### src/logic/sfrsd_pkg.sv
// Purpose: Constants and types of the special function register space
// Assumes: 8-bit direct and bit accesses from the processor core
// Notes:   Offsets are direct byte addresses in the 80h-ffh window
//
// Notes on behaviour
// - Only direct accesses to addresses 80h-ffh reach this register space.
// - Bytes at x0h and x8h take single-bit reads and writes, other bits kept.
// - Bytes at other addresses are reached by whole-byte accesses only.
// - System options, clock setup and wake control are writable only while unlocked.
// - Serial clock setup and slave preset are one storage at one address.
// - Unlock and device code share one address, flash control and status another.
// - Write-only fields store but read back the read-only value at their address, read-only fields ignore writes.
// - The unlock register is write-only and resets to zero.
// - Reads at the unlock address return a fixed code naming the variant.
// - System options reset by variant and boot context, 80h for large application.
// - The two data pointer bytes form one 16-bit pointer resetting to zero.
// - The watchdog count sits at ffh and resets to zero.
// - The retained scratch byte clears only on a power-on reset.
// - The clock setup register resets to 83h.
// - Status word, main and auxiliary arithmetic registers reset to zero.

package sfrsd_pkg;

    // ---------------------------------------------------------------
    // Addresses
    // ---------------------------------------------------------------
    localparam logic [7:0] SFR_BASE          = 8'h80;
    localparam logic [7:0] ADDR_STACK_PTR    = 8'h81;
    localparam logic [7:0] ADDR_DATA_PTR_WORD_LOW     = 8'h82;
    localparam logic [7:0] ADDR_DATA_PTR_WORD_HIGH    = 8'h83;
    localparam logic [7:0] ADDR_FLASH_CTRL   = 8'h86;
    localparam logic [7:0] ADDR_PROT_UNLOCK  = 8'ha1;
    localparam logic [7:0] ADDR_WAKE_CTRL    = 8'ha9;
    localparam logic [7:0] ADDR_SYS_OPTIONS  = 8'hb1;
    localparam logic [7:0] ADDR_SYSCLK_SETUP = 8'hb9;
    localparam logic [7:0] ADDR_PSW          = 8'hd0;
    localparam logic [7:0] ADDR_MAIN_ARITH   = 8'he0;
    localparam logic [7:0] ADDR_OPERAND_AUX  = 8'hf0;
    localparam logic [7:0] ADDR_SPI_CLK      = 8'hfb;
    localparam logic [7:0] ADDR_SCRATCH      = 8'hfe;
    localparam logic [7:0] ADDR_WDOG         = 8'hff;

    // ---------------------------------------------------------------
    // Reset values
    // ---------------------------------------------------------------
    localparam logic [7:0]  RST_STACK_PTR    = 8'h07;
    localparam logic [15:0] RST_DATA_PTR_WORD         = 16'h0000;
    localparam logic [7:0]  RST_ZERO         = 8'h00;
    localparam logic [7:0]  RST_SYSCLK       = 8'h83;
    localparam logic [7:0]  RST_SPI_CLK      = 8'h20;
    localparam logic [7:0]  RST_OPT_LG_BOOT  = 8'ha0;
    localparam logic [7:0]  RST_OPT_LG_APP   = 8'h80;
    localparam logic [7:0]  RST_OPT_SM_BOOT  = 8'he0;
    localparam logic [7:0]  RST_OPT_SM_APP   = 8'hc0;

    // ---------------------------------------------------------------
    // Unlock sequence
    // ---------------------------------------------------------------
    localparam logic [7:0] UNLOCK_KEY1       = 8'h55;
    localparam logic [7:0] UNLOCK_KEY2       = 8'haa;
    localparam logic [7:0] UNLOCK_CYCLES     = 8'h40;

    typedef enum logic [1:0] {
        UNL_LOCKED,
        UNL_KEY1,
        UNL_OPEN
    } sfrsd_unl_e;

    // ---------------------------------------------------------------
    // Carriers
    // ---------------------------------------------------------------
    typedef struct packed {
        logic       valid;
        logic       direct;
        logic       bit_op;
        logic       write;
        logic [7:0] addr;
        logic [7:0] wdata;
        logic       wbit;
    } sfrsd_req_s;

    typedef struct packed {
        logic [7:0]  stack_ptr;
        logic [15:0] data_ptr_word;
        logic [7:0]  protect_unlock;
        logic [7:0]  system_options;
        logic [7:0]  wake_ctrl;
        logic [7:0]  sysclk_setup;
        logic [7:0]  program_status_word;
        logic [7:0]  main_arith_reg;
        logic [7:0]  operand_aux_reg;
        logic [7:0]  serial_periph_clock_setup;
        logic [7:0]  flash_ctrl;
        logic [7:0]  retained_scratch;
        logic [7:0]  watchdog_tick;
    } sfrsd_regs_s;

endpackage

### src/logic/sfrsd_space.sv
// Purpose: Special function register space decoder and core registers
// Assumes: One request per cycle, answered on the next edge
// Notes:   Straps and reset kind set reset values during synchronous reset; the variant strap also selects the device code at all times

`timescale 1ns/1ps
`default_nettype none

module sfrsd_space #(
    // Arbitrary neutral identification values
    parameter logic [7:0] CODE_LARGE = 8'h3a,
    parameter logic [7:0] CODE_SMALL = 8'h39
) (
    // Clock and reset
    input  wire logic                  clock_i,
    input  wire logic                  nrst_i,
    input  wire logic                  por_i,
    // Straps
    input  wire logic                  variant_small_i,
    input  wire logic                  boot_ctx_i,
    // Core access
    input  wire sfrsd_pkg::sfrsd_req_s req_i,
    output logic                       ack_o,
    output logic [7:0]                 rdata_o,
    output logic                       rbit_o,
    // Flash status from outside
    input  wire logic [7:0]            flash_status_i,
    // Register contents
    output sfrsd_pkg::sfrsd_regs_s     regs_o,
    output logic                       unlocked_o
);

    // ---------------------------------------------------------------
    // Functions
    // ---------------------------------------------------------------
    function automatic logic [7:0] sfr_read(
        input sfrsd_pkg::sfrsd_regs_s r,
        input logic [7:0]             a,
        input logic [7:0]             code,
        input logic [7:0]             fstat
    );
        logic [7:0] d;
        d = 8'h00;
        unique case (a)
            sfrsd_pkg::ADDR_STACK_PTR:    d = r.stack_ptr;
            sfrsd_pkg::ADDR_DATA_PTR_WORD_LOW:     d = r.data_ptr_word[7:0];
            sfrsd_pkg::ADDR_DATA_PTR_WORD_HIGH:    d = r.data_ptr_word[15:8];
            sfrsd_pkg::ADDR_FLASH_CTRL:   d = fstat;
            sfrsd_pkg::ADDR_PROT_UNLOCK:  d = code;
            sfrsd_pkg::ADDR_WAKE_CTRL:    d = r.wake_ctrl;
            sfrsd_pkg::ADDR_SYS_OPTIONS:  d = r.system_options;
            sfrsd_pkg::ADDR_SYSCLK_SETUP: d = r.sysclk_setup;
            sfrsd_pkg::ADDR_PSW:          d = r.program_status_word;
            sfrsd_pkg::ADDR_MAIN_ARITH:   d = r.main_arith_reg;
            sfrsd_pkg::ADDR_OPERAND_AUX:  d = r.operand_aux_reg;
            sfrsd_pkg::ADDR_SPI_CLK:      d = r.serial_periph_clock_setup;
            sfrsd_pkg::ADDR_SCRATCH:      d = r.retained_scratch;
            sfrsd_pkg::ADDR_WDOG:         d = r.watchdog_tick;
            default:                      d = 8'h00;
        endcase
        return d;
    endfunction

    function automatic sfrsd_pkg::sfrsd_regs_s sfr_write(
        input sfrsd_pkg::sfrsd_regs_s r,
        input logic [7:0]             a,
        input logic [7:0]             d,
        input logic                   open
    );
        sfrsd_pkg::sfrsd_regs_s n;
        n = r;
        unique case (a)
            sfrsd_pkg::ADDR_STACK_PTR:    n.stack_ptr = d;
            sfrsd_pkg::ADDR_DATA_PTR_WORD_LOW:     n.data_ptr_word[7:0] = d;
            sfrsd_pkg::ADDR_DATA_PTR_WORD_HIGH:    n.data_ptr_word[15:8] = d;
            sfrsd_pkg::ADDR_FLASH_CTRL:   n.flash_ctrl = d;
            sfrsd_pkg::ADDR_PROT_UNLOCK:  n.protect_unlock = d;
            sfrsd_pkg::ADDR_WAKE_CTRL:
                if (open)
                    n.wake_ctrl = d;
            sfrsd_pkg::ADDR_SYS_OPTIONS:
                if (open)
                    n.system_options = d;
            sfrsd_pkg::ADDR_SYSCLK_SETUP:
                if (open)
                    n.sysclk_setup = d;
            sfrsd_pkg::ADDR_PSW:          n.program_status_word = d;
            sfrsd_pkg::ADDR_MAIN_ARITH:   n.main_arith_reg = d;
            sfrsd_pkg::ADDR_OPERAND_AUX:  n.operand_aux_reg = d;
            sfrsd_pkg::ADDR_SPI_CLK:      n.serial_periph_clock_setup = d;
            sfrsd_pkg::ADDR_SCRATCH:      n.retained_scratch = d;
            sfrsd_pkg::ADDR_WDOG:         n.watchdog_tick = d;
            default:                      n = r;
        endcase
        return n;
    endfunction

    // ---------------------------------------------------------------
    // Request decode
    // ---------------------------------------------------------------
    logic                   sfr_hit;
    logic [7:0]             byte_addr;
    logic [7:0]             device_code;
    logic [7:0]             cur_byte;
    logic [7:0]             bit_merged;
    sfrsd_pkg::sfrsd_regs_s regs_reg;

    assign sfr_hit     = req_i.valid && req_i.direct && req_i.addr[7];
    // Bit addresses select only bytes at x0h and x8h
    assign byte_addr   = req_i.bit_op ? {req_i.addr[7:3], 3'b000}
                                      : req_i.addr;
    assign device_code = variant_small_i ? CODE_SMALL : CODE_LARGE;
    assign cur_byte    = sfr_read(regs_reg, byte_addr, device_code,
                                  flash_status_i);

    always_comb
    begin
        bit_merged = cur_byte;
        bit_merged[req_i.addr[2:0]] = req_i.wbit;
    end

    // ---------------------------------------------------------------
    // Unlock sequence
    // ---------------------------------------------------------------
    sfrsd_pkg::sfrsd_unl_e unl_reg;
    sfrsd_pkg::sfrsd_unl_e unl_next;
    logic [7:0]            unl_cnt_reg;
    logic [7:0]            unl_cnt_next;
    logic                  unl_wr;
    logic                  open_reg;
    logic                  open_next;

    assign unl_wr = sfr_hit && req_i.write && !req_i.bit_op
                    && req_i.addr == sfrsd_pkg::ADDR_PROT_UNLOCK;
    assign open_next = (unl_next == sfrsd_pkg::UNL_OPEN);

    always_comb
    begin
        unl_next     = unl_reg;
        unl_cnt_next = unl_cnt_reg;
        if (!nrst_i)
        begin
            unl_next     = sfrsd_pkg::UNL_LOCKED;
            unl_cnt_next = 8'h00;
        end
        else if (unl_wr)
        begin
            unl_cnt_next = 8'h00;
            if (req_i.wdata == sfrsd_pkg::UNLOCK_KEY1)
                unl_next = sfrsd_pkg::UNL_KEY1;
            else if (req_i.wdata == sfrsd_pkg::UNLOCK_KEY2
                     && unl_reg == sfrsd_pkg::UNL_KEY1)
            begin
                unl_next     = sfrsd_pkg::UNL_OPEN;
                unl_cnt_next = sfrsd_pkg::UNLOCK_CYCLES;
            end
            else
                unl_next = sfrsd_pkg::UNL_LOCKED;
        end
        else
        begin
            unique case (unl_reg)
                sfrsd_pkg::UNL_LOCKED,
                sfrsd_pkg::UNL_KEY1:
                    unl_cnt_next = 8'h00;
                sfrsd_pkg::UNL_OPEN:
                begin
                    unl_cnt_next = unl_cnt_reg - 8'h01;
                    if (unl_cnt_reg == 8'h01)
                        unl_next = sfrsd_pkg::UNL_LOCKED;
                end
                default:
                    unl_next = sfrsd_pkg::UNL_LOCKED;
            endcase
        end
    end

    always_ff @(posedge clock_i)
    begin
        unl_reg     <= unl_next;
        unl_cnt_reg <= unl_cnt_next;
        open_reg    <= open_next;
    end

    // ---------------------------------------------------------------
    // Register storage
    // ---------------------------------------------------------------
    sfrsd_pkg::sfrsd_regs_s regs_next;
    logic                   open;
    assign open = open_reg;

    always_comb
    begin
        regs_next = regs_reg;
        if (!nrst_i)
        begin
            regs_next.stack_ptr           = sfrsd_pkg::RST_STACK_PTR;
            regs_next.data_ptr_word       = sfrsd_pkg::RST_DATA_PTR_WORD;
            regs_next.protect_unlock      = sfrsd_pkg::RST_ZERO;
            regs_next.wake_ctrl           = sfrsd_pkg::RST_ZERO;
            regs_next.sysclk_setup        = sfrsd_pkg::RST_SYSCLK;
            regs_next.program_status_word = sfrsd_pkg::RST_ZERO;
            regs_next.main_arith_reg      = sfrsd_pkg::RST_ZERO;
            regs_next.operand_aux_reg     = sfrsd_pkg::RST_ZERO;
            regs_next.serial_periph_clock_setup = sfrsd_pkg::RST_SPI_CLK;
            regs_next.flash_ctrl          = sfrsd_pkg::RST_ZERO;
            regs_next.watchdog_tick       = sfrsd_pkg::RST_ZERO;
            if (por_i)
                regs_next.retained_scratch = sfrsd_pkg::RST_ZERO;
            unique case ({variant_small_i, boot_ctx_i})
                2'b00: regs_next.system_options = sfrsd_pkg::RST_OPT_LG_APP;
                2'b01: regs_next.system_options = sfrsd_pkg::RST_OPT_LG_BOOT;
                2'b10: regs_next.system_options = sfrsd_pkg::RST_OPT_SM_APP;
                2'b11: regs_next.system_options = sfrsd_pkg::RST_OPT_SM_BOOT;
            endcase
        end
        else if (sfr_hit && req_i.write)
        begin
            if (req_i.bit_op)
                regs_next = sfr_write(regs_reg, byte_addr, bit_merged, open);
            else
                regs_next = sfr_write(regs_reg, byte_addr, req_i.wdata, open);
        end
    end

    always_ff @(posedge clock_i)
    begin
        regs_reg <= regs_next;
    end

    // ---------------------------------------------------------------
    // Read answer
    // ---------------------------------------------------------------
    logic       ack_reg;
    logic       ack_next;
    logic [7:0] rdata_reg;
    logic [7:0] rdata_next;
    logic       rbit_reg;
    logic       rbit_next;

    always_comb
    begin
        ack_next   = 1'b0;
        rdata_next = 8'h00;
        rbit_next  = 1'b0;
        if (nrst_i && sfr_hit)
        begin
            ack_next = 1'b1;
            if (!req_i.write && !req_i.bit_op)
                rdata_next = cur_byte;
            if (!req_i.write && req_i.bit_op)
                rbit_next = cur_byte[req_i.addr[2:0]];
        end
    end

    always_ff @(posedge clock_i)
    begin
        ack_reg   <= ack_next;
        rdata_reg <= rdata_next;
        rbit_reg  <= rbit_next;
    end

    assign ack_o      = ack_reg;
    assign rdata_o    = rdata_reg;
    assign rbit_o     = rbit_reg;
    assign regs_o     = regs_reg;
    assign unlocked_o = open;

    logic wr_b;
    logic rd_b;
    assign wr_b = sfr_hit && req_i.write && !req_i.bit_op;
    assign rd_b = sfr_hit && !req_i.write && !req_i.bit_op;
endmodule

`default_nettype wire

### config.mk
export PLATFORM = sky130hd
export DESIGN_NAME = sfrsd_space
export DESIGN_NICKNAME = d
export VERILOG_FILES = /design/src/logic/sfrsd_pkg.sv /design/src/logic/sfrsd_space.sv
export SDC_FILE = /design/constraint.sdc
export NUM_CORES = 1
export LEC_CHECK = 0
export BUFFER_PORTS_ARGS = -buffer_cell sky130_fd_sc_hd__buf_4
export CORE_MARGIN = 5
export CORE_UTILIZATION = 36
export CTS_BUF_LIST = sky130_fd_sc_hd__clkbuf_16
export CTS_CLUSTER_DIAMETER = 40
export DETAILED_ROUTE_END_ITERATION = 8
export HOLD_SLACK_MARGIN = 0.08
export PLACE_DENSITY = 0.68
export SLEW_MARGIN = 0
export SYNTH_ARGS = -nofsm -noshare
export SYNTH_HDL_FRONTEND = slang
export SYNTH_SLANG_ARGS = --single-unit
export TNS_END_PERCENT = 20
### constraint.sdc
create_clock -name clock_i -period 3.5 [get_ports clock_i]
set_clock_uncertainty 0.15 [all_clocks]
set_input_delay 1.05 -clock clock_i [delete_from_list [all_inputs] [get_ports clock_i]]
set_output_delay 1.05 -clock clock_i [all_outputs]
set_load 0.01 [all_outputs]
==> impl_metrics.toml <==
[drt]
wl_met2_um = 10920
totalWireLength_um = 24120
wl_met1_um = 10410
wl_per_cell_um = 21.46
wl_met3_um = 2065
via_per_inst = 5.560
dr.pass1.iters = 5
drtIter0Drc = 605
vias = 6249
routed.top_layer = "met4"
drcViolationCount = 0
drtAntennaViolNets = 0

[logic_synthesis]
synthXorXnorAreaFrac_pct = 0.8464
synth_top_family_by_area = "compound AO/OA/AOI/OAI gates"
synth_top_area_share_pct = 37.73
synth_edf_count = 16
synthMuxAreaShare_pct = 8.605
syn-mean-instance-area_um2 = 8.985
ys_top_cells_by_area = "dfxtp_1 (38%), edfxtp_1 (7.7%), mux2i_1 (6.6%)"
yosysWarnings = 0
synthCells = 691
ys.flop_type = "dfxtp_1"
synth_top_cell_by_area = "dfxtp_1"
synthSimpleGateAreaFrac_pct = 19.13
synth.distinct_cells = 74
synth-seq-cells = 133
syn_area_um2 = 6208
ys_seq_area_share_pct = 45.47
synthArstFlopShare_pct = 0
synthesis.nets = 727
synth_fa_ha_area_share_pct = 0.4031
synth_compound_gate_area_share_pct = 20.74

[cells_and_area]
synthToLayoutAreaGrowth_pct = 37.24
n_antenna_cell = 0
fin_nets = 922
fill_cells = 1649
largest_register_ffs = 112
seq_area_um2 = 2823
final_util_pct = 49.78
drive_gt1_share_pct = 32.15
multiInputGateArea_um2 = 3087

[status]
status = "finished clean"

[sta]
rsz0062_at_grt = "false"
worst_pin_slew_ns = 1.063
timing.fmax_ghz = 0.3005
layout_worst_path_cycle_share_pct = 95.07
slew_violations = 0
fin_crit_ns = 3.327
setup_violations = 0
hold_violations = 0
relSlewSlack_pct = 29.12

[power]
power_density_nw_per_um2 = 410.6
p_leak_uw = 0.003529
irDropWorstVdd_mv = 0.3290
p_total_uw = 3499

[global_route]
grt_overflow = 0
grt_max_degree = 53
antenna_found_initial = 0
track_usage_pct = 23.95
grt_pass1_wl_um = 36150
grt_pass1_vias = 5997

[die]
ios = 157
start_util_pct = 36.27
die_area_um2 = 19970
die_x_um = 141.3
placementRows = 48
die_h_um = 141.3
core_um2 = 17120

[cts]
post-cts-setup-buffers = 0
postCtsHoldBufs = 0
path_clk_slew_ns = 0.05
cts_tree = "yes"
cts.sinks = 133
cts_buffer_depth = 2
htreeDepth = 4
post_cts_resize_count = 0
numCtsBuffers = 17
clk_latency_ns = 0.43
clock-root-buffer = "clkbuf_16"

[placed_design]
place_congestion = 1.029
io_buffers = 156
dp_hpwl_um = 18700

[critical_path]
cp.arrival_ns = 3.33
ff2ff_path_depth = 8
required_ns = 3.50
crit_slowest_cell = "nor4_1"
crit_type = "in2reg"
cp_max_fo = 10
critPathTopFamily = "simple AND/OR/NAND/NOR gates"
path_depth = 8
end_kind = "flip-flop"
cp_num_buf_inv = 1
critical_path.startpoint_type = "input port"
path_cells = "buf_4, and3b_1, and3_1, a22o_1, nor4_1, o21ai_1, a31oi_1, nor2_1"
slowest_delay_ns = 0.56

[flow_run]
maxCapViolCount = 0

[hold_path]
hold-path-cell-count = 2
hold_class = "reg2reg"
[worst min-delay path: stages (launching register included)]
cell and delay [ns]:
dfxtp_1 0.30, nand2_1 0.05, a21oi_1 0.05
[per-layer routing]
layer	vias up	global-route usage (%)
met5	-	0
met4	0	9.332
met1	2983	32.77
li1	2910	-
met2	309	36.72
met3	47	5.595
[metrics by stage]
stage	TNS, ns	hold slack [ns]	setup slack, ns	area (um2)	cells
global placement	-0.5284	0.2904	-0.09906	7975	1092
detailed placement	-0.4570	0.2966	-0.09595	7975	1092
finish	0	0.3018	0.1727	8521	1124
global route	0	0.3204	0.1613	8521	1124
floorplan	0	0.3116	0.2837	6208	691
CTS	0	0.3042	0.3482	8521	1124
[cell usage in the layout, fill, tap and decap left out, drive strengths merged, types with 3 or more instances in the layout]
cell and n:
nor3 14, xor2 3, o2111ai 5, a31oi 7, nor4 5, mux2 11, nand2 54, xnor2 3
nor4bb 4, a211oi 9, o22ai 5, o211ai 7, o2bb2ai 6, nand3 22, edfxtp 16, nand3b 4
buf 228, nor3b 3, clkbuf 18, nor2b 9, or3 5, and3 4, a22o 3, o21ai 60
inv 22, nor4b 4, dfxtp 117, clkinv 6, nor2 74, a32o 3, a21oi 74, nand4 10
mux2i 41, a22oi 6
[cell type report]
class                   count  area share, %
clock buffers              18          5.286
clock inverters            14          1.116
inverters                  16         0.7048
multi-input cells         490          36.23
flip-flops and latches    133          33.13
well taps                 225          3.304
repair buffers            228          20.23
[synth_stat cells, types with 3 or more instances]
library cell  count
o22ai_1           5
clkbuf_1         27
nor4_1            3
a22o_1            3
inv_1            15
dfxtp_1         117
o2bb2ai_1         4
buf_1             4
or3_1             5
o2111ai_1         4
nor3b_1           3
mux2_2           11
a31oi_1           7
nand3_1          22
nor2_1           74
xnor2_1           3
o21ai_0          58
a22oi_1           6
a21oi_2          10
nand3b_1          4
nand4_1           9
nor3_1           10
nor2b_1           9
nor4bb_1          4
mux2i_1          41
xor2_1            3
edfxtp_1         16
and3_1            4
a32o_1            3
nand2_1          54
buf_2            17
a21oi_1          64
o211ai_1          7
a211oi_1          9
[power breakdown]
group	switching [uW]	leakage [uW]	total, uW	internal, uW
combinational	174	0.00215	282	108
clock	656	0.000289	1650	996
sequential	9.42	0.00109	1560	1560
total	839	0.00353	3500	2660
[path summary, 6_finish.rpt]
check	slack, ns	from	to
setup / recovery	0.17	req_i[9]	regs_o[74]
hold / removal	0.30	regs_o[81]	regs_o[81]
setup reg to reg	0.89	regs_o[104]	regs_o[8]
hold reg to reg	0.30	regs_o[81]	regs_o[81]
[cells by family (layout without fill, tap and decap cells)]
family	count (synthesis)	in the layout
buffers and inverters	68	276
multiplexers	52	52
flip-flops	133	133
XOR/XNOR	6	6
AO/OA/AOI/OAI	204	204
AND/OR/NAND/NOR	226	226
adder cells (fa/ha/maj)	2	2
No activity file was read; power rests on OpenSTA's default activity.
